[src/design/gptc_cfg.svh]
`ifndef GPTC_CFG_SVH
`define GPTC_CFG_SVH

// channel count and counter width
`define GPTC_NCH 2
`define GPTC_CNT_W 16
`define GPTC_MODE_W 3

// mode codes, code is the mode number minus one
`define GPTC_MODE_EVENT 3'h0
`define GPTC_MODE_PERIOD 3'h1
`define GPTC_MODE_WIDTH 3'h2
`define GPTC_MODE_GATED_PULSE 3'h3
`define GPTC_MODE_TRIG_PULSE 3'h4
`define GPTC_MODE_RETRIG 3'h5
`define GPTC_MODE_TRIG_CONT 3'h6
`define GPTC_MODE_CONT_GATED 3'h7

// reset value and phase step of one
`define GPTC_CNT_RST 16'h0000
`define GPTC_PH_ONE 16'h0001

// internal counter clock: 100 ns period from the 10 ns reference
`define GPTC_REF_PERIOD_NS 10
`define GPTC_INT_PERIOD_NS 100
`define GPTC_INT_DIV (`GPTC_INT_PERIOD_NS / `GPTC_REF_PERIOD_NS)
`define GPTC_DIV_W 8
`define GPTC_DIV_RST 8'h00
`endif

[src/design/gptc_pkg.sv]
package gptc_pkg;
  // channel sequencer states, one-hot
  typedef enum logic [5:0] {
    GPTC_ST_IDLE = 6'h01,
    GPTC_ST_ARMED = 6'h02,
    GPTC_ST_MEAS = 6'h04,
    GPTC_ST_DELAY = 6'h08,
    GPTC_ST_WIDTH = 6'h10,
    GPTC_ST_DONE = 6'h20
  } gptc_state_t;
endpackage : gptc_pkg

[src/design/gptc_sync.sv]
`timescale 1ns/10ps
`default_nettype none
module gptc_sync #(
  parameter int W = 1
) (
  // clock and reset
  input wire logic ref_clk,
  input wire logic resetn,
  // asynchronous levels in
  input wire logic [W-1:0] async_in,
  // synchronised levels out
  output logic [W-1:0] sync_out
);
  // first stage, read only by the second
  logic [W-1:0] meta_q;
  // second stage
  logic [W-1:0] sync_q;

  // two flip-flop synchroniser
  always_ff @(posedge ref_clk or negedge resetn) begin
    if (!resetn) begin
      meta_q <= '0;
      sync_q <= '0;
    end else begin
      meta_q <= async_in;
      sync_q <= meta_q;
    end
  end

  assign sync_out = sync_q;
endmodule : gptc_sync
`default_nettype wire

[src/design/gptc_edge.sv]
`timescale 1ns/10ps
`default_nettype none
module gptc_edge #(
  parameter int W = 1
) (
  // clock and reset
  input wire logic ref_clk,
  input wire logic resetn,
  // synchronous level in
  input wire logic [W-1:0] level_in,
  // one-cycle edge pulses
  output logic [W-1:0] rise_out,
  output logic [W-1:0] fall_out
);
  // level one cycle ago
  logic [W-1:0] prev_q;
  logic [W-1:0] prev_d;
  // low in the first cycle after reset, when prev_q does not hold a real level yet
  logic primed_q;
  logic primed_d;

  // next value is simply the present level
  always_comb begin
    prev_d = level_in;
    primed_d = 1'b1;
  end

  // register the previous level
  always_ff @(posedge ref_clk or negedge resetn) begin
    if (!resetn) begin
      prev_q <= '0;
      primed_q <= 1'b0;
    end else begin
      prev_q <= prev_d;
      primed_q <= primed_d;
    end
  end

  // edges compare present and past level; an inverted idle level is no edge after reset
  assign rise_out = level_in & ~prev_q & {W{primed_q}};
  assign fall_out = ~level_in & prev_q & {W{primed_q}};
endmodule : gptc_edge
`default_nettype wire

[src/design/gptc_top.sv]
`timescale 1ns/10ps
`default_nettype none
`include "gptc_cfg.svh"
module gptc_top #(
  parameter int NCH = `GPTC_NCH,
  parameter int CW = `GPTC_CNT_W,
  parameter int INT_DIV = `GPTC_INT_DIV
) (
  // clock and reset
  input wire logic ref_clk,
  input wire logic resetn,
  // counter pins, asynchronous to ref_clk
  input wire logic [NCH-1:0] counter_clock_in,
  input wire logic [NCH-1:0] counter_gate_in,
  input wire logic [NCH-1:0] count_direction_in,
  // counter output pins
  output logic [NCH-1:0] counter_pulse_out,
  // software commands, one-cycle pulses
  input wire logic [NCH-1:0] sw_start,
  input wire logic [NCH-1:0] sw_reset,
  // source selection
  input wire logic [NCH-1:0] clk_src_ext,
  input wire logic [NCH-1:0] dir_sw_sel,
  input wire logic [NCH-1:0] sw_dir_up,
  input wire logic [NCH-1:0] gate_sw_sel,
  input wire logic [NCH-1:0] sw_gate,
  // polarity selection, set means active low
  input wire logic [NCH-1:0] clk_pol_low,
  input wire logic [NCH-1:0] gate_pol_low,
  input wire logic [NCH-1:0] dir_pol_low,
  input wire logic [NCH-1:0] out_pol_low,
  // mode and counts
  input wire logic [NCH-1:0][`GPTC_MODE_W-1:0] mode_sel,
  input wire logic [NCH-1:0][CW-1:0] init_count,
  input wire logic [NCH-1:0][CW-1:0] pulse_delay,
  input wire logic [NCH-1:0][CW-1:0] pulse_width,
  // status
  output logic [NCH-1:0][CW-1:0] count_value,
  output logic [NCH-1:0] meas_done,
  output logic [NCH-1:0] running
);

  // synchronised pin levels
  logic [NCH-1:0] clk_sync;
  logic [NCH-1:0] gate_sync;
  logic [NCH-1:0] dir_sync;
  // polarity-corrected levels
  logic [NCH-1:0] clk_lvl;
  logic [NCH-1:0] gate_lvl;
  // detected edges of active levels
  logic [NCH-1:0] clk_rise;
  logic [NCH-1:0] gate_rise;
  logic [NCH-1:0] gate_fall;
  // internal divider
  logic [`GPTC_DIV_W-1:0] div_q;
  logic [`GPTC_DIV_W-1:0] div_d;
  logic int_tick;

  // step the count by one in the chosen direction
  function automatic logic [CW-1:0] gptc_step(input logic [CW-1:0] v, input logic up);
    logic [CW-1:0] one;
    one = {{(CW-1){1'b0}}, 1'b1};
    gptc_step = up ? v + one : v - one;
  endfunction : gptc_step

  gptc_sync #(
    .W(3 * NCH)
  ) u_sync (
    .ref_clk(ref_clk),
    .resetn(resetn),
    .async_in({counter_clock_in, counter_gate_in, count_direction_in}),
    .sync_out({clk_sync, gate_sync, dir_sync})
  );

  assign clk_lvl = clk_sync ^ clk_pol_low;

  assign gate_lvl = (gate_sw_sel & sw_gate) | (~gate_sw_sel & (gate_sync ^ gate_pol_low));

  gptc_edge #(
    .W(NCH)
  ) u_clk_edge (
    .ref_clk(ref_clk),
    .resetn(resetn),
    .level_in(clk_lvl),
    .rise_out(clk_rise),
    .fall_out()
  );

  // gate edge detection, both edges used
  gptc_edge #(
    .W(NCH)
  ) u_gate_edge (
    .ref_clk(ref_clk),
    .resetn(resetn),
    .level_in(gate_lvl),
    .rise_out(gate_rise),
    .fall_out(gate_fall)
  );

  // internal clock divider, shared by both channels
  always_comb begin
    if (div_q == `GPTC_DIV_W'(INT_DIV - 1)) begin
      // wrap at the end of the internal period
      div_d = `GPTC_DIV_RST;
    end else begin
      div_d = div_q + 1'b1;
    end
  end

  // divider register
  always_ff @(posedge ref_clk or negedge resetn) begin
    if (!resetn) begin
      div_q <= `GPTC_DIV_RST;
    end else begin
      div_q <= div_d;
    end
  end

  // one reference cycle per internal period
  assign int_tick = (div_q == `GPTC_DIV_W'(INT_DIV - 1));

  for (genvar ch = 0; ch < NCH; ch++) begin : g_chan
    // sequencer state
    gptc_pkg::gptc_state_t state_q;
    gptc_pkg::gptc_state_t state_d;
    // live count
    logic [CW-1:0] count_q;
    logic [CW-1:0] count_d;
    // delay and width phase counter
    logic [CW-1:0] ph_q;
    logic [CW-1:0] ph_d;
    // active output level before polarity
    logic act_q;
    logic act_d;
    // measurement complete flag
    logic done_q;
    logic done_d;
    // output pin register
    logic pin_q;
    logic pin_d;
    // per-channel helpers
    logic tick;
    logic up;
    logic gate_on;
    logic gated_mode;
    logic run;
    logic [`GPTC_MODE_W-1:0] mode;

    assign mode = mode_sel[ch];

    assign tick = clk_src_ext[ch] ? clk_rise[ch] : int_tick;

    assign up = dir_sw_sel[ch] ? sw_dir_up[ch] : (dir_sync[ch] ^ dir_pol_low[ch]);

    // present gate level
    assign gate_on = gate_lvl[ch];

    // modes whose pulse timing pauses with the gate
    assign gated_mode = (mode == `GPTC_MODE_GATED_PULSE) || (mode == `GPTC_MODE_CONT_GATED);

    // pulse phase counting enable
    assign run = tick && (!gated_mode || gate_on);

    // sequencer next-state logic
    always_comb begin
      state_d = state_q;
      count_d = count_q;
      ph_d = ph_q;
      act_d = act_q;
      done_d = done_q;
      if (sw_reset[ch]) begin
        state_d = gptc_pkg::GPTC_ST_IDLE;
        count_d = init_count[ch];
        ph_d = `GPTC_CNT_RST;
        act_d = 1'b0;
        done_d = 1'b0;
      end else if (sw_start[ch]) begin
        act_d = 1'b0;
        done_d = 1'b0;
        ph_d = pulse_delay[ch];
        unique case (mode)
          `GPTC_MODE_EVENT: state_d = gptc_pkg::GPTC_ST_MEAS;
          `GPTC_MODE_GATED_PULSE: state_d = gptc_pkg::GPTC_ST_DELAY;
          `GPTC_MODE_CONT_GATED: state_d = gptc_pkg::GPTC_ST_DELAY;
          // triggered and measuring modes wait a gate edge
          default: state_d = gptc_pkg::GPTC_ST_ARMED;
        endcase
      end else begin
        unique case (state_q)
          // halted until a start
          gptc_pkg::GPTC_ST_IDLE: begin
            state_d = gptc_pkg::GPTC_ST_IDLE;
          end
          // waiting for the first active gate edge
          gptc_pkg::GPTC_ST_ARMED: begin
            if (gate_rise[ch]) begin
              if ((mode == `GPTC_MODE_PERIOD) || (mode == `GPTC_MODE_WIDTH)) begin
                // measurement interval opens
                state_d = gptc_pkg::GPTC_ST_MEAS;
              end else begin
                state_d = gptc_pkg::GPTC_ST_DELAY;
                ph_d = pulse_delay[ch];
              end
            end
          end
          // counting and measuring
          gptc_pkg::GPTC_ST_MEAS: begin
            if (mode == `GPTC_MODE_PERIOD) begin
              if (gate_rise[ch]) begin
                state_d = gptc_pkg::GPTC_ST_DONE;
                act_d = 1'b1;
                done_d = 1'b1;
              end else if (tick) begin
                count_d = gptc_step(count_q, up);
              end
            end else if (mode == `GPTC_MODE_WIDTH) begin
              if (gate_fall[ch]) begin
                state_d = gptc_pkg::GPTC_ST_DONE;
                act_d = 1'b1;
                done_d = 1'b1;
              end else if (tick && gate_on) begin
                // count only while gate active
                count_d = gptc_step(count_q, up);
              end
            end else begin
              if (tick && gate_on) begin
                count_d = gptc_step(count_q, up);
              end
            end
          end
          // pulse delay or interval phase
          gptc_pkg::GPTC_ST_DELAY: begin
            if (run) begin
              count_d = gptc_step(count_q, up);
              if (ph_q <= `GPTC_PH_ONE) begin
                // delay over, pulse goes active
                state_d = gptc_pkg::GPTC_ST_WIDTH;
                ph_d = pulse_width[ch];
                act_d = 1'b1;
              end else begin
                ph_d = ph_q - `GPTC_PH_ONE;
              end
            end
          end
          // pulse active phase
          gptc_pkg::GPTC_ST_WIDTH: begin
            if (run) begin
              count_d = gptc_step(count_q, up);
              if (ph_q <= `GPTC_PH_ONE) begin
                act_d = 1'b0;
                ph_d = pulse_delay[ch];
                if (mode == `GPTC_MODE_RETRIG) begin
                  state_d = gptc_pkg::GPTC_ST_ARMED;
                end else if ((mode == `GPTC_MODE_TRIG_CONT)
                             || (mode == `GPTC_MODE_CONT_GATED)) begin
                  state_d = gptc_pkg::GPTC_ST_DELAY;
                end else begin
                  state_d = gptc_pkg::GPTC_ST_DONE;
                  done_d = 1'b1;
                end
              end else begin
                ph_d = ph_q - `GPTC_PH_ONE;
              end
            end
          end
          // finished, gate edges ignored until a start
          gptc_pkg::GPTC_ST_DONE: begin
            state_d = gptc_pkg::GPTC_ST_DONE;
          end
          // an illegal code falls back to halt
          default: begin
            state_d = gptc_pkg::GPTC_ST_IDLE;
            act_d = 1'b0;
          end
        endcase
      end
      pin_d = act_d ^ out_pol_low[ch];
    end

    // sequencer registers
    always_ff @(posedge ref_clk or negedge resetn) begin
      if (!resetn) begin
        state_q <= gptc_pkg::GPTC_ST_IDLE;
        count_q <= `GPTC_CNT_RST;
        ph_q <= `GPTC_CNT_RST;
        act_q <= 1'b0;
        done_q <= 1'b0;
        pin_q <= 1'b0;
      end else begin
        state_q <= state_d;
        count_q <= count_d;
        ph_q <= ph_d;
        act_q <= act_d;
        done_q <= done_d;
        pin_q <= pin_d;
      end
    end

    assign count_value[ch] = count_q;
    assign meas_done[ch] = done_q;
    assign counter_pulse_out[ch] = pin_q;
    // busy whenever not halted or finished
    assign running[ch] = !(state_q == gptc_pkg::GPTC_ST_IDLE)
                         && !(state_q == gptc_pkg::GPTC_ST_DONE);
  end : g_chan

endmodule : gptc_top
`default_nettype wire

[config.mk]
export PLATFORM = sky130hd
export DESIGN_NAME = gptc_top
export DESIGN_NICKNAME = d
export VERILOG_FILES = /design/src/design/gptc_pkg.sv /design/src/design/gptc_sync.sv /design/src/design/gptc_edge.sv /design/src/design/gptc_top.sv
export VERILOG_INCLUDE_DIRS = /design/src /design/src/design
export SDC_FILE = /design/constraint.sdc
export NUM_CORES = 1
export LEC_CHECK = 0
export BUFFER_PORTS_ARGS = -buffer_cell sky130_fd_sc_hd__buf_2
export CORE_UTILIZATION = 56
export DETAILED_ROUTE_END_ITERATION = 8
export PLACE_DENSITY = 0.82
export SLEW_MARGIN = 20
export SYNTH_ARGS = -nofsm -noshare
export SYNTH_HDL_FRONTEND = slang
export SYNTH_SLANG_ARGS = --single-unit
[constraint.sdc]
create_clock -name ref_clk -period 4.8 [get_ports ref_clk]
set_clock_uncertainty 0.15 [all_clocks]
set_input_delay 0.24 -clock ref_clk [delete_from_list [all_inputs] [get_ports ref_clk]]
set_output_delay 0.24 -clock ref_clk [all_outputs]
set_load 0.02 [all_outputs]
**Word level (Yosys, flattened, before mapping)**

Cells that the tools add are included.

- Bits in registers: 107
- Bits of input ports: 132
- Output and inout port bits: 38
- Logic and storage cells: 266

- Add/subtract/negate cells: 7
- Magnitude comparators: 2
- Equality and inequality tests: 57
- Mux-type cells: 121
- Bitwise operators: 19
- Reductions and logical operators: 42

Operators by type and width:

| cell | count |
|---|---|
| $mux 16 | 36 |
| $mux 6 | 26 |
| $pmux 16 s3 | 2 |
| $ne 4x4->1 const B | 20 |
| $pmux 16 s2 | 2 |
| $sub 16x1->16 const B | 4 |
| $pmux 6 s5 | 2 |
| $mux 1 | 44 |
| $ne 5x5->1 const B | 8 |
| $add 16x1->16 const B | 2 |
| $le 16x1->1 const B | 2 |
| $reduce_and 8->1 | 4 |
| $eq 3x3->1 const B | 6 |
| $and 2x2->2 | 8 |
| $pmux 4 s2 | 2 |
| $eq 3x2->1 const B | 4 |
| $eq 6x1->1 const B | 2 |
| $eq 6x2->1 const B | 2 |
| $eq 6x3->1 const B | 2 |
| $eq 6x4->1 const B | 2 |
| $eq 6x5->1 const B | 2 |
| $eq 6x6->1 const B | 2 |
| $reduce_and 6->1 | 2 |
| $reduce_and 5->1 | 2 |
| 22 further kinds | 60 |

**Longest topological paths before layout**

Gate-level depths: netlist of the first run.

- Depth after elaboration: 13
- Depth in mapped cells: 12
- Depth with buffers taken out: 12

**Cells and area by module**

From an unflattened synthesis of the first run, not the netlist that was laid out.

- Cells, all modules: 938
- Area, all modules: 7776.2 um2

By module, submodules not included:

| module | instances | cells an instance | area an instance (um2) | seq. area each (um2) |
|---|---|---|---|---|
| gptc_top | 1 | 910 | 7248.2 | 2254.7 |
| gptc_sync | 1 | 12 | 300.3 | 300.3 |
| gptc_edge | 2 | 8 | 113.9 | 75.1 |

**Worst setup path after synthesis of the first run**

No wires, ideal clock.

- Path type: flip-flop to flip-flop
- Start: reg u_sync.sync_q[0] (netlist: u_sync.sync_out[0])
- End: reg g_chan[0].count_q[15]
- Library setup time: 82 ps
- Arrival: 3201 ps
- Required time: 4568 ps
- Slack: 1367 ps
- Stages on the path, launching flop included: 12
- Buffers on the path: 0
- Period minus slack after synthesis: 3433 ps
- Cells stage by stage: dfrtp_1 xnor2_1 nor2_1 a21oi_1 ha_1 a2111oi_0 o21ai_0 a31oi_1 o31ai_1 xnor2_1 or3_1 a31oi_1

- Word-level cells in the longest chain between the ends: 10
- Elaborated cells on any way between the ends: 13
- Classes of those cells: 12 x mux; 1 x bitwise

Ends and longest elaborated chain:

| element | line | source |
|---|---|---|
| start, declared | gptc_sync.sv:17 | `logic [W-1:0] sync_q;` |
| start signal, assigned | gptc_sync.sv:26 | `sync_q <= meta_q;` |
| $xor 1x1->1 * | gptc_top.sv:153 | `assign up = dir_sw_sel[ch] ? sw_dir_up[ch] : (dir_sync[ch] ^ dir_pol_low[ch]);` |
| $mux 1 * | gptc_top.sv:153 |  |
| $mux 16 * | gptc_top.sv:63 | `gptc_step = up ? v + one : v - one;` |
| $mux 16 | gptc_top.sv:221, gptc_top.sv:226 |  |
| $mux 16 | gptc_top.sv:217 | `if (gate_fall[ch]) begin` |
| $mux 16 | gptc_top.sv:216 | `` end else if (mode == `GPTC_MODE_WIDTH) begin `` |
| $mux 16 | gptc_top.sv:208 | `` if (mode == `GPTC_MODE_PERIOD) begin `` |
| $pmux 16 s2 * | gptc_top.sv:189 | `unique case (state_q)` |
| $mux 16 * | gptc_top.sv:177 | `end else if (sw_start[ch]) begin` |
| $mux 16 * | gptc_top.sv:171 | `if (sw_reset[ch]) begin` |
| end signal, assigned | gptc_top.sv:284 | `` count_q <= `GPTC_CNT_RST; `` |
| end signal, assigned | gptc_top.sv:291 | `count_q <= count_d;` |
| end, declared | gptc_top.sv:127 | `logic [CW-1:0] count_q;` |

Mark *: on every way between the ends. The rest lies on a longest branch, timed or not. The select of a mux whose other input is x is not followed.
A chain may end at the register's enable or synchronous reset.

**Worst setup path in the final report of the first run**

- Start: reg u_sync.sync_q[1] (netlist: u_sync.sync_out[1])
- End: reg g_chan[1].count_q[15]

- Word-level cells in the longest chain between the ends: 10
- Elaborated cells on any way between the ends: 13
- Classes of those cells: 12 x mux; 1 x bitwise

Ends and longest elaborated chain:

| element | line |
|---|---|
| $xor 1x1->1 * | gptc_top.sv:153 |
| $mux 1 * | gptc_top.sv:153 |
| $mux 16 * | gptc_top.sv:63 |
| $mux 16 | gptc_top.sv:221, gptc_top.sv:226 |
| $mux 16 | gptc_top.sv:217 |
| $mux 16 | gptc_top.sv:216 |
| $mux 16 | gptc_top.sv:208 |
| $pmux 16 s2 * | gptc_top.sv:189 |
| $mux 16 * | gptc_top.sv:177 |
| $mux 16 * | gptc_top.sv:171 |
| end signal, assigned | gptc_top.sv:284 |
| end signal, assigned | gptc_top.sv:291 |
| end, declared | gptc_top.sv:127 |

Marks and branches as above.

==> results of run 1 <==
## area by class of cell
type                       instances  area share [%]
multi-input combinational        737            50.7
inverter                          36            1.44
clock buffer                       9            2.40
clock inverter                     7           0.880
timing repair buffer             214            13.7
antenna                            1          0.0267
tap                              176            2.35
sequential                       107            28.5
## routing by layer
metal  global-route usage [%]  wire [µm]  vias up
met4                     11.6        581        0
met1                     38.3       9080     3716
li1                         -          -     3756
met3                     7.51       1650       63
met2                     51.4      10500      359
met5                        0          0        -
## worst min-delay path by stage
stage                                    start                             end  slack (ns)  depth (start not counted)
floorplan                               resetn              div_q[0]$_DFF_PN0_       -0.21                          0
global placement    u_sync.meta_q[3]$_DFF_PN0_    u_sync.sync_out[3]$_DFF_PN0_        0.18                          0
detailed placement  u_sync.meta_q[2]$_DFF_PN0_    u_sync.sync_out[2]$_DFF_PN0_        0.19                          0
CTS                             clk_pol_low[1]  u_clk_edge.prev_q[1]$_DFF_PN0_       0.002                          3
global route                    clk_pol_low[1]  u_clk_edge.prev_q[1]$_DFF_PN0_        0.02                          3
finish                          clk_pol_low[1]  u_clk_edge.prev_q[1]$_DFF_PN0_        0.01                          3
## flip-flops by register name (all words and copies together) (netlist names)
name and cells:
div_q 8, g_chan.done_q 2, g_chan.pin_q 2, u_gate_edge.prev_q 2, g_chan.ph_q 32, g_chan.state_q 12
g_chan.act_q 2, u_gate_edge.primed_q 1, g_chan.count_q 32, u_clk_edge.prev_q 2, u_sync.meta_q 6, u_sync.sync_out 6
## synth_stat cells, types with 4 or more instances
cell                        instances  share of area [%]
sky130_fd_sc_hd__dfrtp_1          105                 34
sky130_fd_sc_hd__o21ai_0           87                5.6
sky130_fd_sc_hd__nand2_1           86                4.1
sky130_fd_sc_hd__nor2_1            86                4.1
sky130_fd_sc_hd__a21oi_1           59                3.8
sky130_fd_sc_hd__xnor2_1           47                5.3
sky130_fd_sc_hd__nor3_1            44                2.8
sky130_fd_sc_hd__inv_1             36                1.7
sky130_fd_sc_hd__ha_1              34                5.5
sky130_fd_sc_hd__clkbuf_1          33                1.6
sky130_fd_sc_hd__xor2_1            23                2.6
sky130_fd_sc_hd__nand3_1           22                1.4
sky130_fd_sc_hd__a211oi_1          17                1.6
sky130_fd_sc_hd__a221oi_1          15                1.7
sky130_fd_sc_hd__a22oi_1           14                1.3
sky130_fd_sc_hd__or3_1             14                1.1
sky130_fd_sc_hd__mux2_2            13                1.9
sky130_fd_sc_hd__nor2b_1           10               0.80
sky130_fd_sc_hd__a21o_1             9               0.87
sky130_fd_sc_hd__a31oi_1            9               0.72
sky130_fd_sc_hd__buf_2              9               0.58
sky130_fd_sc_hd__mux2i_1            9                1.2
sky130_fd_sc_hd__nand2b_1           9               0.72
sky130_fd_sc_hd__nor4_1             8               0.64
sky130_fd_sc_hd__a221o_1            7               0.90
sky130_fd_sc_hd__o211ai_1           7               0.67
sky130_fd_sc_hd__and2_1             5               0.40
sky130_fd_sc_hd__and3_1             5               0.40
sky130_fd_sc_hd__buf_4              5               0.48
sky130_fd_sc_hd__o31ai_1            5               0.48
sky130_fd_sc_hd__or2_2              5               0.40
sky130_fd_sc_hd__or4_1              5               0.48
sky130_fd_sc_hd__a31o_2             4               0.45
sky130_fd_sc_hd__a32oi_1            4               0.45
sky130_fd_sc_hd__o2111ai_1          4               0.45
sky130_fd_sc_hd__o21a_1             4               0.39
## per-stage QoR
step	hold slack (ns)	utilization [%]	instance area (µm²)
after CTS	0.00206	70.0	9380
after global placement	0.183	64.8	8680
after floorplan	-0.206	-	7790
after detailed placement	0.187	64.8	8680
after global routing	0.0151	70.0	9390
final	0.0119	70.1	9390
## cell usage in the layout, fill, tap and decap left out, types with 5 or more instances in the layout
cell,synthesis,final
sky130_fd_sc_hd__a21oi_1,59,59
sky130_fd_sc_hd__and3_1,5,5
sky130_fd_sc_hd__buf_4,5,7
sky130_fd_sc_hd__a22oi_1,14,14
sky130_fd_sc_hd__and2_1,5,5
sky130_fd_sc_hd__a221o_1,7,7
sky130_fd_sc_hd__xnor2_1,47,47
sky130_fd_sc_hd__a221oi_1,15,15
sky130_fd_sc_hd__a31oi_1,9,9
sky130_fd_sc_hd__o21ai_0,87,87
sky130_fd_sc_hd__a21o_1,9,9
sky130_fd_sc_hd__nor3_1,44,44
sky130_fd_sc_hd__nand2b_1,9,9
sky130_fd_sc_hd__mux2_2,13,13
sky130_fd_sc_hd__nand2_1,86,86
sky130_fd_sc_hd__nor2b_1,10,10
sky130_fd_sc_hd__inv_1,36,36
sky130_fd_sc_hd__clkbuf_16,0,9
sky130_fd_sc_hd__a211oi_1,17,16
sky130_fd_sc_hd__o31ai_1,5,5
sky130_fd_sc_hd__nor4_1,8,8
sky130_fd_sc_hd__ha_1,34,34
sky130_fd_sc_hd__o211ai_1,7,7
sky130_fd_sc_hd__dlygate4sd3_1,0,39
sky130_fd_sc_hd__mux2i_1,9,9
sky130_fd_sc_hd__or4_1,5,5
sky130_fd_sc_hd__xor2_1,23,23
sky130_fd_sc_hd__or2_2,5,5
sky130_fd_sc_hd__buf_2,9,168
sky130_fd_sc_hd__dfrtp_1,105,105
sky130_fd_sc_hd__nor2_1,86,85
sky130_fd_sc_hd__or3_1,14,14
sky130_fd_sc_hd__nand3_1,22,22
## cells by family after synthesis
group	Yosys count	synth area share (%)
AO/OA/AOI/OAI	287	24.1
adder cells (fa/ha/maj)	36	5.98
flip-flops	107	34.4
other	1	0.0481
AND/OR/NAND/NOR	321	19.9
multiplexers	22	3.04
XOR/XNOR	70	7.87
buffers and inverters	86	4.63
## worst max-delay path, delay by kind of cell, from the launching register on
| family | cells | cell delay, ns |
|---|---|---|
| fa+ha+maj | 1 | 0.33 |
| xor+xnor | 2 | 0.37 |
| compound gates | 7 | 1.79 |
| flops | 1 | 0.38 |
| buf+inv | 1 | 0.25 |
| simple gates | 1 | 0.05 |
## power breakdown
part	leakage (nW)	internal (mW)	switching, mW
logic	2.67	0.339	0.440
clock network	0.145	0.414	0.371
registers	1.33	0.960	0.0588
total	4.15	1.71	0.870
==> impl_table.tex, run 1 <==
\begin{tabular}{lr}
\hline
Metric & Value \\
\hline
\multicolumn{2}{l}{\textbf{Outcome}} \\
\quad Result of the run & finished clean \\
\multicolumn{2}{l}{\textbf{Yosys}} \\
\quad Cell area after synthesis & 7790 µm² \\
\quad Avg Cell Area, Syn & 8.37 µm² \\
\quad Number of library cell types mapped by synthesis & 79 \\
\quad Post-synth net total & 1098 \\
\quad Number of instances in the synthesized netlist & 930 \\
\quad Top FF cell, synth & sky130\_fd\_sc\_hd\_\_dfrtp\_1 \\
\quad Fraction of the yosys area taken by sequential cells & 34.4\% \\
\quad Ys async rst share & 100\% \\
\quad EDFF count, synth & 0 \\
\quad YS warnings & 0 \\
\quad Number of flip-flops and latches in the synthesized netlist & 107 \\
\multicolumn{2}{l}{\textbf{Clock network}} \\
\quad Gates resized, CTS repair & 0 \\
\quad Clock tree root driver cell & sky130\_fd\_sc\_hd\_\_clkbuf\_16 \\
\quad Hold buffer count at cts & 39 \\
\quad \# clock sinks & 107 \\
\quad Maximum clock path buffer count & 2 \\
\quad Worst-skew pair later-pin latency & 0.36 ns \\
\quad Setup bufs post-CTS & 0 \\
\quad Number of levels the H-tree was split into & 3 \\
\quad Clock tree from TritonCTS & yes \\
\quad CTS clock-pin slew for the worst setup and hold paths & 0.08 ns \\
\quad CTS buffer count & 9 \\
\multicolumn{2}{l}{\textbf{STA}} \\
\quad Slew @ Worst Pin & 0.982 ns \\
\quad Fmax & 293 MHz \\
\quad Final max-slew violation count & 0 \\
\quad RSZ-0062 raised after global routing & false \\
\quad Clock period minus final worst setup slack & 3.41 ns \\
\quad Count of final hold-check violations & 0 \\
\quad Normalized max-slew margin & 34.4\% \\
\quad Worst-case setup margin in the final layout & 1.39 ns \\
\quad Final cycle utilization of the critical path & 71.1\% \\
\quad Post-route setup TNS & 0 ns \\
\quad Number of setup violations in the final report & 0 \\
\multicolumn{2}{l}{\textbf{Die}} \\
\quad Full die area & 14400 µm² \\
\quad Overall die width & 120 µm \\
\quad I/O pins & 170 \\
\quad Vertical die dimension & 120 µm \\
\quad Standard-cell rows & 42 \\
\quad Starting density of the core & 58.1\% \\
\quad Core area & 13400 µm² \\
\multicolumn{2}{l}{\textbf{Power}} \\
\quad Static Leakage & 4.15 nW \\
\quad Power density of the placed cells & 275 nW/µm² \\
\quad Highest ir drop seen on vdd & 252 µV \\
\quad Overall power of the completed layout & 2.58 mW \\
\multicolumn{2}{l}{\textbf{Critical path}} \\
\quad R2R Setup Slk & 1.39 ns \\
\quad CP Capture Type & flop \\
\quad R2R depth & 12 \\
\quad Delay of the slowest critical-path stage & 0.48 ns \\
\quad Most Frequent Cell on Critical Path & sky130\_fd\_sc\_hd\_\_a21oi\_1 \\
\quad R2R Path End & g\_chan[1].count\_q[15]\$\_DFFE\_PN0P\_ \\
\quad End point of the critical path & g\_chan[1].count\_q[15]\$\_DFFE\_PN0P\_ \\
\quad Req. time, crit path & 4.91 ns \\
\quad Critical-path maximum fanout & 15 \\
\quad Worst setup path class & reg2reg \\
\quad Critical-path cell list & xnor2\_1 > nor2\_1 > a21oi\_1 > buf\_4 > ha\_1 > a2111oi\_0 > o21ai\_0 > a21oi\_1 > a21oi\_1 > xnor2\_1 > a211oi\_1 > a311oi\_1 \\
\quad CP max stage cell & sky130\_fd\_sc\_hd\_\_a2111oi\_0 \\
\quad Crit start category & flop \\
\quad Arrival time of data at the critical path endpoint & 3.53 ns \\
\quad First element of the critical path & u\_sync.sync\_out[1]\$\_DFF\_PN0\_ \\
\quad Reg2reg start & u\_sync.sync\_out[1]\$\_DFF\_PN0\_ \\
\multicolumn{2}{l}{\textbf{Final layout}} \\
\quad Share of final-layout standard cells stronger than drive strength 1 & 20.2\% \\
\quad Register Area & 2680 µm² \\
\quad Number of fillers in the final layout & 1080 \\
\quad Final instance count without filler cells & 1287 \\
\quad Multi-input gate area in the final layout & 4760 µm² \\
\quad Layout overhead on the synthesized area & 20.5\% \\
\quad Number of nets at the end of the flow & 1273 \\
\multicolumn{2}{l}{\textbf{Detailed routing}} \\
\quad Number of vias in the routed layout & 7894 \\
\quad Iteration-0 DRC Markers & 750 \\
\quad Routed via count divided by cell count & 6.13 \\
\quad Number of remaining DRC errors & 0 \\
\quad Wire length after detailed routing & 21800 µm \\
\quad DRT Pass-1 Iters & 7 \\
\quad Routed Antenna Nets & 0 \\
\quad Per-cell routed wire length & 16.9 µm \\
\multicolumn{2}{l}{\textbf{Placement}} \\
\quad Placed wire-length estimate after detailed placement & 14900 µm \\
\quad Placed Cells incl. Taps & 1231 \\
\quad Global placement routability congestion & 0.924 \\
\quad Worst slack, placed & 1.64 ns \\
\quad Input/output buffers & 169 \\
\multicolumn{2}{l}{\textbf{Hold path}} \\
\quad Class of the tightest hold or removal check & in2reg \\
\multicolumn{2}{l}{\textbf{Global route}} \\
\quad Maximum number of pins on one net before global-route repair & 72 \\
\quad Initial antenna violation count & 0 \\
\quad Global-route wire length before repair & 35600 µm \\
\quad Total overflow reported by the global router & 0 \\
\quad Total routing resource utilization after global routing & 30.8\% \\
\quad Number of global-route vias before repair & 7574 \\
\multicolumn{2}{l}{\textbf{Run}} \\
\quad MaxCap Viol Count & 0 \\
\hline
\end{tabular}
Power figures use the tool's default switching activity.
==> run 2: changes to the inputs <==
clock period = 3.16 ns   (was 4.8 ns; I/O delays follow)
==> run 2 against run 1 <==
Against the previous run: largest cell class unchanged; clock power up 48%; global-route usage grew 0.98 points; critical endpoint is now g_chan[1].ph_q[1]$_DFFE_PN0P_; register-to-register slack worse by 1.3 ns; sequential power rose by 52%.
==> impl_table.tex, run 2 (same netlist as run 1, synthesis figures left out) <==
\begin{tabular}{lr}
\hline
Metric & Value \\
\hline
\multicolumn{2}{l}{\textbf{Outcome}} \\
\quad Result of the run & finished clean \\
\multicolumn{2}{l}{\textbf{Critical path}} \\
\quad CP Capture Type & flop \\
\quad Req. time, crit path & 3.31 ns (-1.60 ns) \\
\quad Worst setup path class & reg2reg \\
\quad Critical-path maximum fanout & 12 (-3) \\
\quad Crit start category & flop \\
\quad Arrival time of data at the critical path endpoint & 3.23 ns (-0.30 ns) \\
\multicolumn{2}{l}{\textbf{Detailed routing}} \\
\quad DRT Pass-1 Iters & 8 (+1) \\
\quad Iteration-0 DRC Markers & 885 (+18\%) \\
\quad Routed via count divided by cell count & 6.13 (-0.11\%) \\
\quad Number of remaining DRC errors & 0 (unchanged) \\
\quad Number of vias in the routed layout & 8271 (+4.8\%) \\
\quad Wire length after detailed routing & 22800 µm (+4.8\%) \\
\quad Per-cell routed wire length & 16.9 µm (-0.13\%) \\
\quad Routed Antenna Nets & 0 (unchanged) \\
\multicolumn{2}{l}{\textbf{Clock network}} \\
\quad Maximum clock path buffer count & 2 (unchanged) \\
\quad Clock tree from TritonCTS & yes \\
\quad CTS clock-pin slew for the worst setup and hold paths & 0.07 ns (about the same) \\
\quad Clock tree root driver cell & sky130\_fd\_sc\_hd\_\_clkbuf\_16 \\
\quad Worst-skew pair later-pin latency & 0.36 ns (about the same) \\
\quad Number of levels the H-tree was split into & 3 (unchanged) \\
\quad CTS buffer count & 9 (unchanged) \\
\quad \# clock sinks & 107 (unchanged) \\
\multicolumn{2}{l}{\textbf{Global route}} \\
\quad Initial antenna violation count & 0 (unchanged) \\
\quad Maximum number of pins on one net before global-route repair & 47 (-35\%) \\
\quad Number of global-route vias before repair & 7817 (+3.2\%) \\
\quad Global-route met3 utilization & 7.37\% (-0.14 points) \\
\quad Met2 Resource Use GR & 55.0\% (+3.6 points) \\
\quad Total routing resource utilization after global routing & 31.8\% (+0.98 points) \\
\quad Peak-usage layer in the global routing report & met2 \\
\quad Total overflow reported by the global router & 0 (unchanged) \\
\quad Global-route wire length before repair & 36700 µm (+2.9\%) \\
\quad Met1 global-route usage & 38.6\% (+0.26 points) \\
\multicolumn{2}{l}{\textbf{Die}} \\
\quad Starting density of the core & 58.1\% (unchanged) \\
\quad Overall die width & 120 µm (unchanged) \\
\quad Full die area & 14400 µm² (unchanged) \\
\quad Vertical die dimension & 120 µm (unchanged) \\
\quad Core area & 13400 µm² (unchanged) \\
\quad I/O pins & 170 (unchanged) \\
\quad Standard-cell rows & 42 (unchanged) \\
\multicolumn{2}{l}{\textbf{STA}} \\
\quad Final max-slew violation count & 0 (unchanged) \\
\quad Worst-case setup margin in the final layout & 0.0799 ns (-1.31 ns) \\
\quad Normalized max-slew margin & 57.3\% (+23 points) \\
\quad RSZ-0062 raised after global routing & true \\
\quad Hold slack & 0.000440 ns (-0.0114 ns) \\
\quad Fmax & 325 MHz (+11\%) \\
\quad Number of setup violations in the final report & 0 (unchanged) \\
\quad Final cycle utilization of the critical path & 97.5\% (+26 points) \\
\quad Count of final hold-check violations & 0 (unchanged) \\
\quad Post-route setup TNS & 0 ns (unchanged) \\
\quad Clock period minus final worst setup slack & 3.08 ns (-0.335 ns) \\
\quad Slew @ Worst Pin & 0.640 ns (-0.343 ns) \\
\multicolumn{2}{l}{\textbf{Placement}} \\
\quad Worst slack, placed & -0.0317 ns (-1.67 ns) \\
\quad Placed standard-cell area & 8900 µm² (+2.6\%) \\
\quad Placed Cells incl. Taps & 1258 (+2.2\%) \\
\quad Input/output buffers & 169 (unchanged) \\
\quad Placed wire-length estimate after detailed placement & 15000 µm (+0.26\%) \\
\quad Global placement routability congestion & 0.952 (+3.0\%) \\
\multicolumn{2}{l}{\textbf{Run}} \\
\quad MaxCap Viol Count & 0 (unchanged) \\
\multicolumn{2}{l}{\textbf{Hold path}} \\
\quad Class of the tightest hold or removal check & in2reg \\
\multicolumn{2}{l}{\textbf{Final layout}} \\
\quad Layout overhead on the synthesized area & 28.6\% \\
\quad Registers with the most flip-flops & g\_chan.count\_q (32), g\_chan.ph\_q (32), g\_chan.state\_q (12) \\
\quad Share of final-layout standard cells stronger than drive strength 1 & 22.6\% (+2.4 points) \\
\quad Top library cells by usage in the layout, fill and taps aside & sky130\_fd\_sc\_hd\_\_buf\_2, sky130\_fd\_sc\_hd\_\_dfrtp\_1, sky130\_fd\_sc\_hd\_\_nor2\_1 \\
\quad Number of nets at the end of the flow & 1338 (+5.1\%) \\
\quad Most common cell after layout, fill and taps aside & sky130\_fd\_sc\_hd\_\_buf\_2 \\
\quad Final core occ & 74.8\% (+4.7 points) \\
\quad Final standard cell area without fillers & 10000 µm² (+6.7\%) \\
\quad Final instance count without filler cells & 1350 (+4.9\%) \\
\quad Count of inserted antenna diode cells & 0 (-1) \\
\multicolumn{2}{l}{\textbf{Power}} \\
\quad Power density of the placed cells & 398 nW/µm² (+45\%) \\
\quad Highest ir drop seen on vdd & 396 µV (+57\%) \\
\quad Static Leakage & 4.45 nW (+7.3\%) \\
\quad Overall power of the completed layout & 3.99 mW (+55\%) \\
\hline
\end{tabular}
## run 2: cell count changes in the layout (fill, tap and decap cells not counted), moves of 2 or more
cell	delta
sky130_fd_sc_hd__ha_1	-2
sky130_fd_sc_hd__dlygate4sd3_1	+32
sky130_fd_sc_hd__o21ai_0	-3
sky130_fd_sc_hd__a21oi_4	+2
sky130_fd_sc_hd__a21oi_1	-4
sky130_fd_sc_hd__nand2_1	-2
sky130_fd_sc_hd__buf_4	+32
sky130_fd_sc_hd__ha_2	+2
sky130_fd_sc_hd__a21oi_2	+2
sky130_fd_sc_hd__o21ai_1	+4
## run 2: area by class of cell
type,instances,area [µm²]
Multi-Input combinational cell,737,4820
Fill cell,978,3380
Sequential cell,107,2680
Timing Repair Buffer,279,1860
Clock buffer,10,239
Tap cell,176,220
Inverter,36,135
Clock inverter,5,62.6
## run 2: worst max-delay path, cell delays in order (launching register included)
cell                            delay [ns]
sky130_fd_sc_hd__dfrtp_1              0.43
sky130_fd_sc_hd__or3_1                0.44
sky130_fd_sc_hd__or3_1                0.54
sky130_fd_sc_hd__nor2_2               0.22
sky130_fd_sc_hd__nand2_1              0.12
sky130_fd_sc_hd__nand2_4              0.18
sky130_fd_sc_hd__buf_4                0.17
sky130_fd_sc_hd__a221oi_2             0.06
sky130_fd_sc_hd__o22ai_1              0.12
sky130_fd_sc_hd__dlygate4sd3_1        0.58
## run 2: path summary, 6_finish.rpt
path | startpoint | to | slack [ns] | cells past startpoint
max reg2reg | g_chan[1].ph_q[2]$_DFFE_PN0P_ | g_chan[1].ph_q[1]$_DFFE_PN0P_ | 0.08 | 9
min reg2reg | u_sync.meta_q[2]$_DFF_PN0_ | u_sync.sync_out[2]$_DFF_PN0_ | 0.20 | 0
max | g_chan[1].ph_q[2]$_DFFE_PN0P_ | g_chan[1].ph_q[1]$_DFFE_PN0P_ | 0.08 | 9
min in group asynchronous | resetn | g_chan[1].count_q[7]$_DFFE_PN0P_ | 0.15 | 2
max in group asynchronous | resetn | g_chan[0].state_q[0]$_DFFE_PN1P_ | 1.93 | 3
min | pulse_delay[21] | g_chan[1].ph_q[5]$_DFFE_PN0P_ | 0.0004 | 3
## run 2: where the power goes
part           switching (mW)  internal (mW)  total, mW
registers              0.0901           1.46       1.55
logic                   0.699          0.583       1.28
clock network           0.523          0.636       1.16
total                    1.31           2.68       3.99
## run 2: per-layer routing
metal	wire [µm]	vias up	share of wire (%)
met2	11000	444	48
met5	0	-	0
li1	-	3892	-
met1	9230	3851	40
met3	1840	84	8.1
met4	708	0	3.1
## run 2: repair_timing
item                                    4_1_cts  5_1_grt
pin swaps                                     1        1
setup buffers                                 1        5
endpoints found under the hold margin       100        0
resized for setup                             1       15
endpoints found under the setup margin        2       18
hold buffers                                 71        0
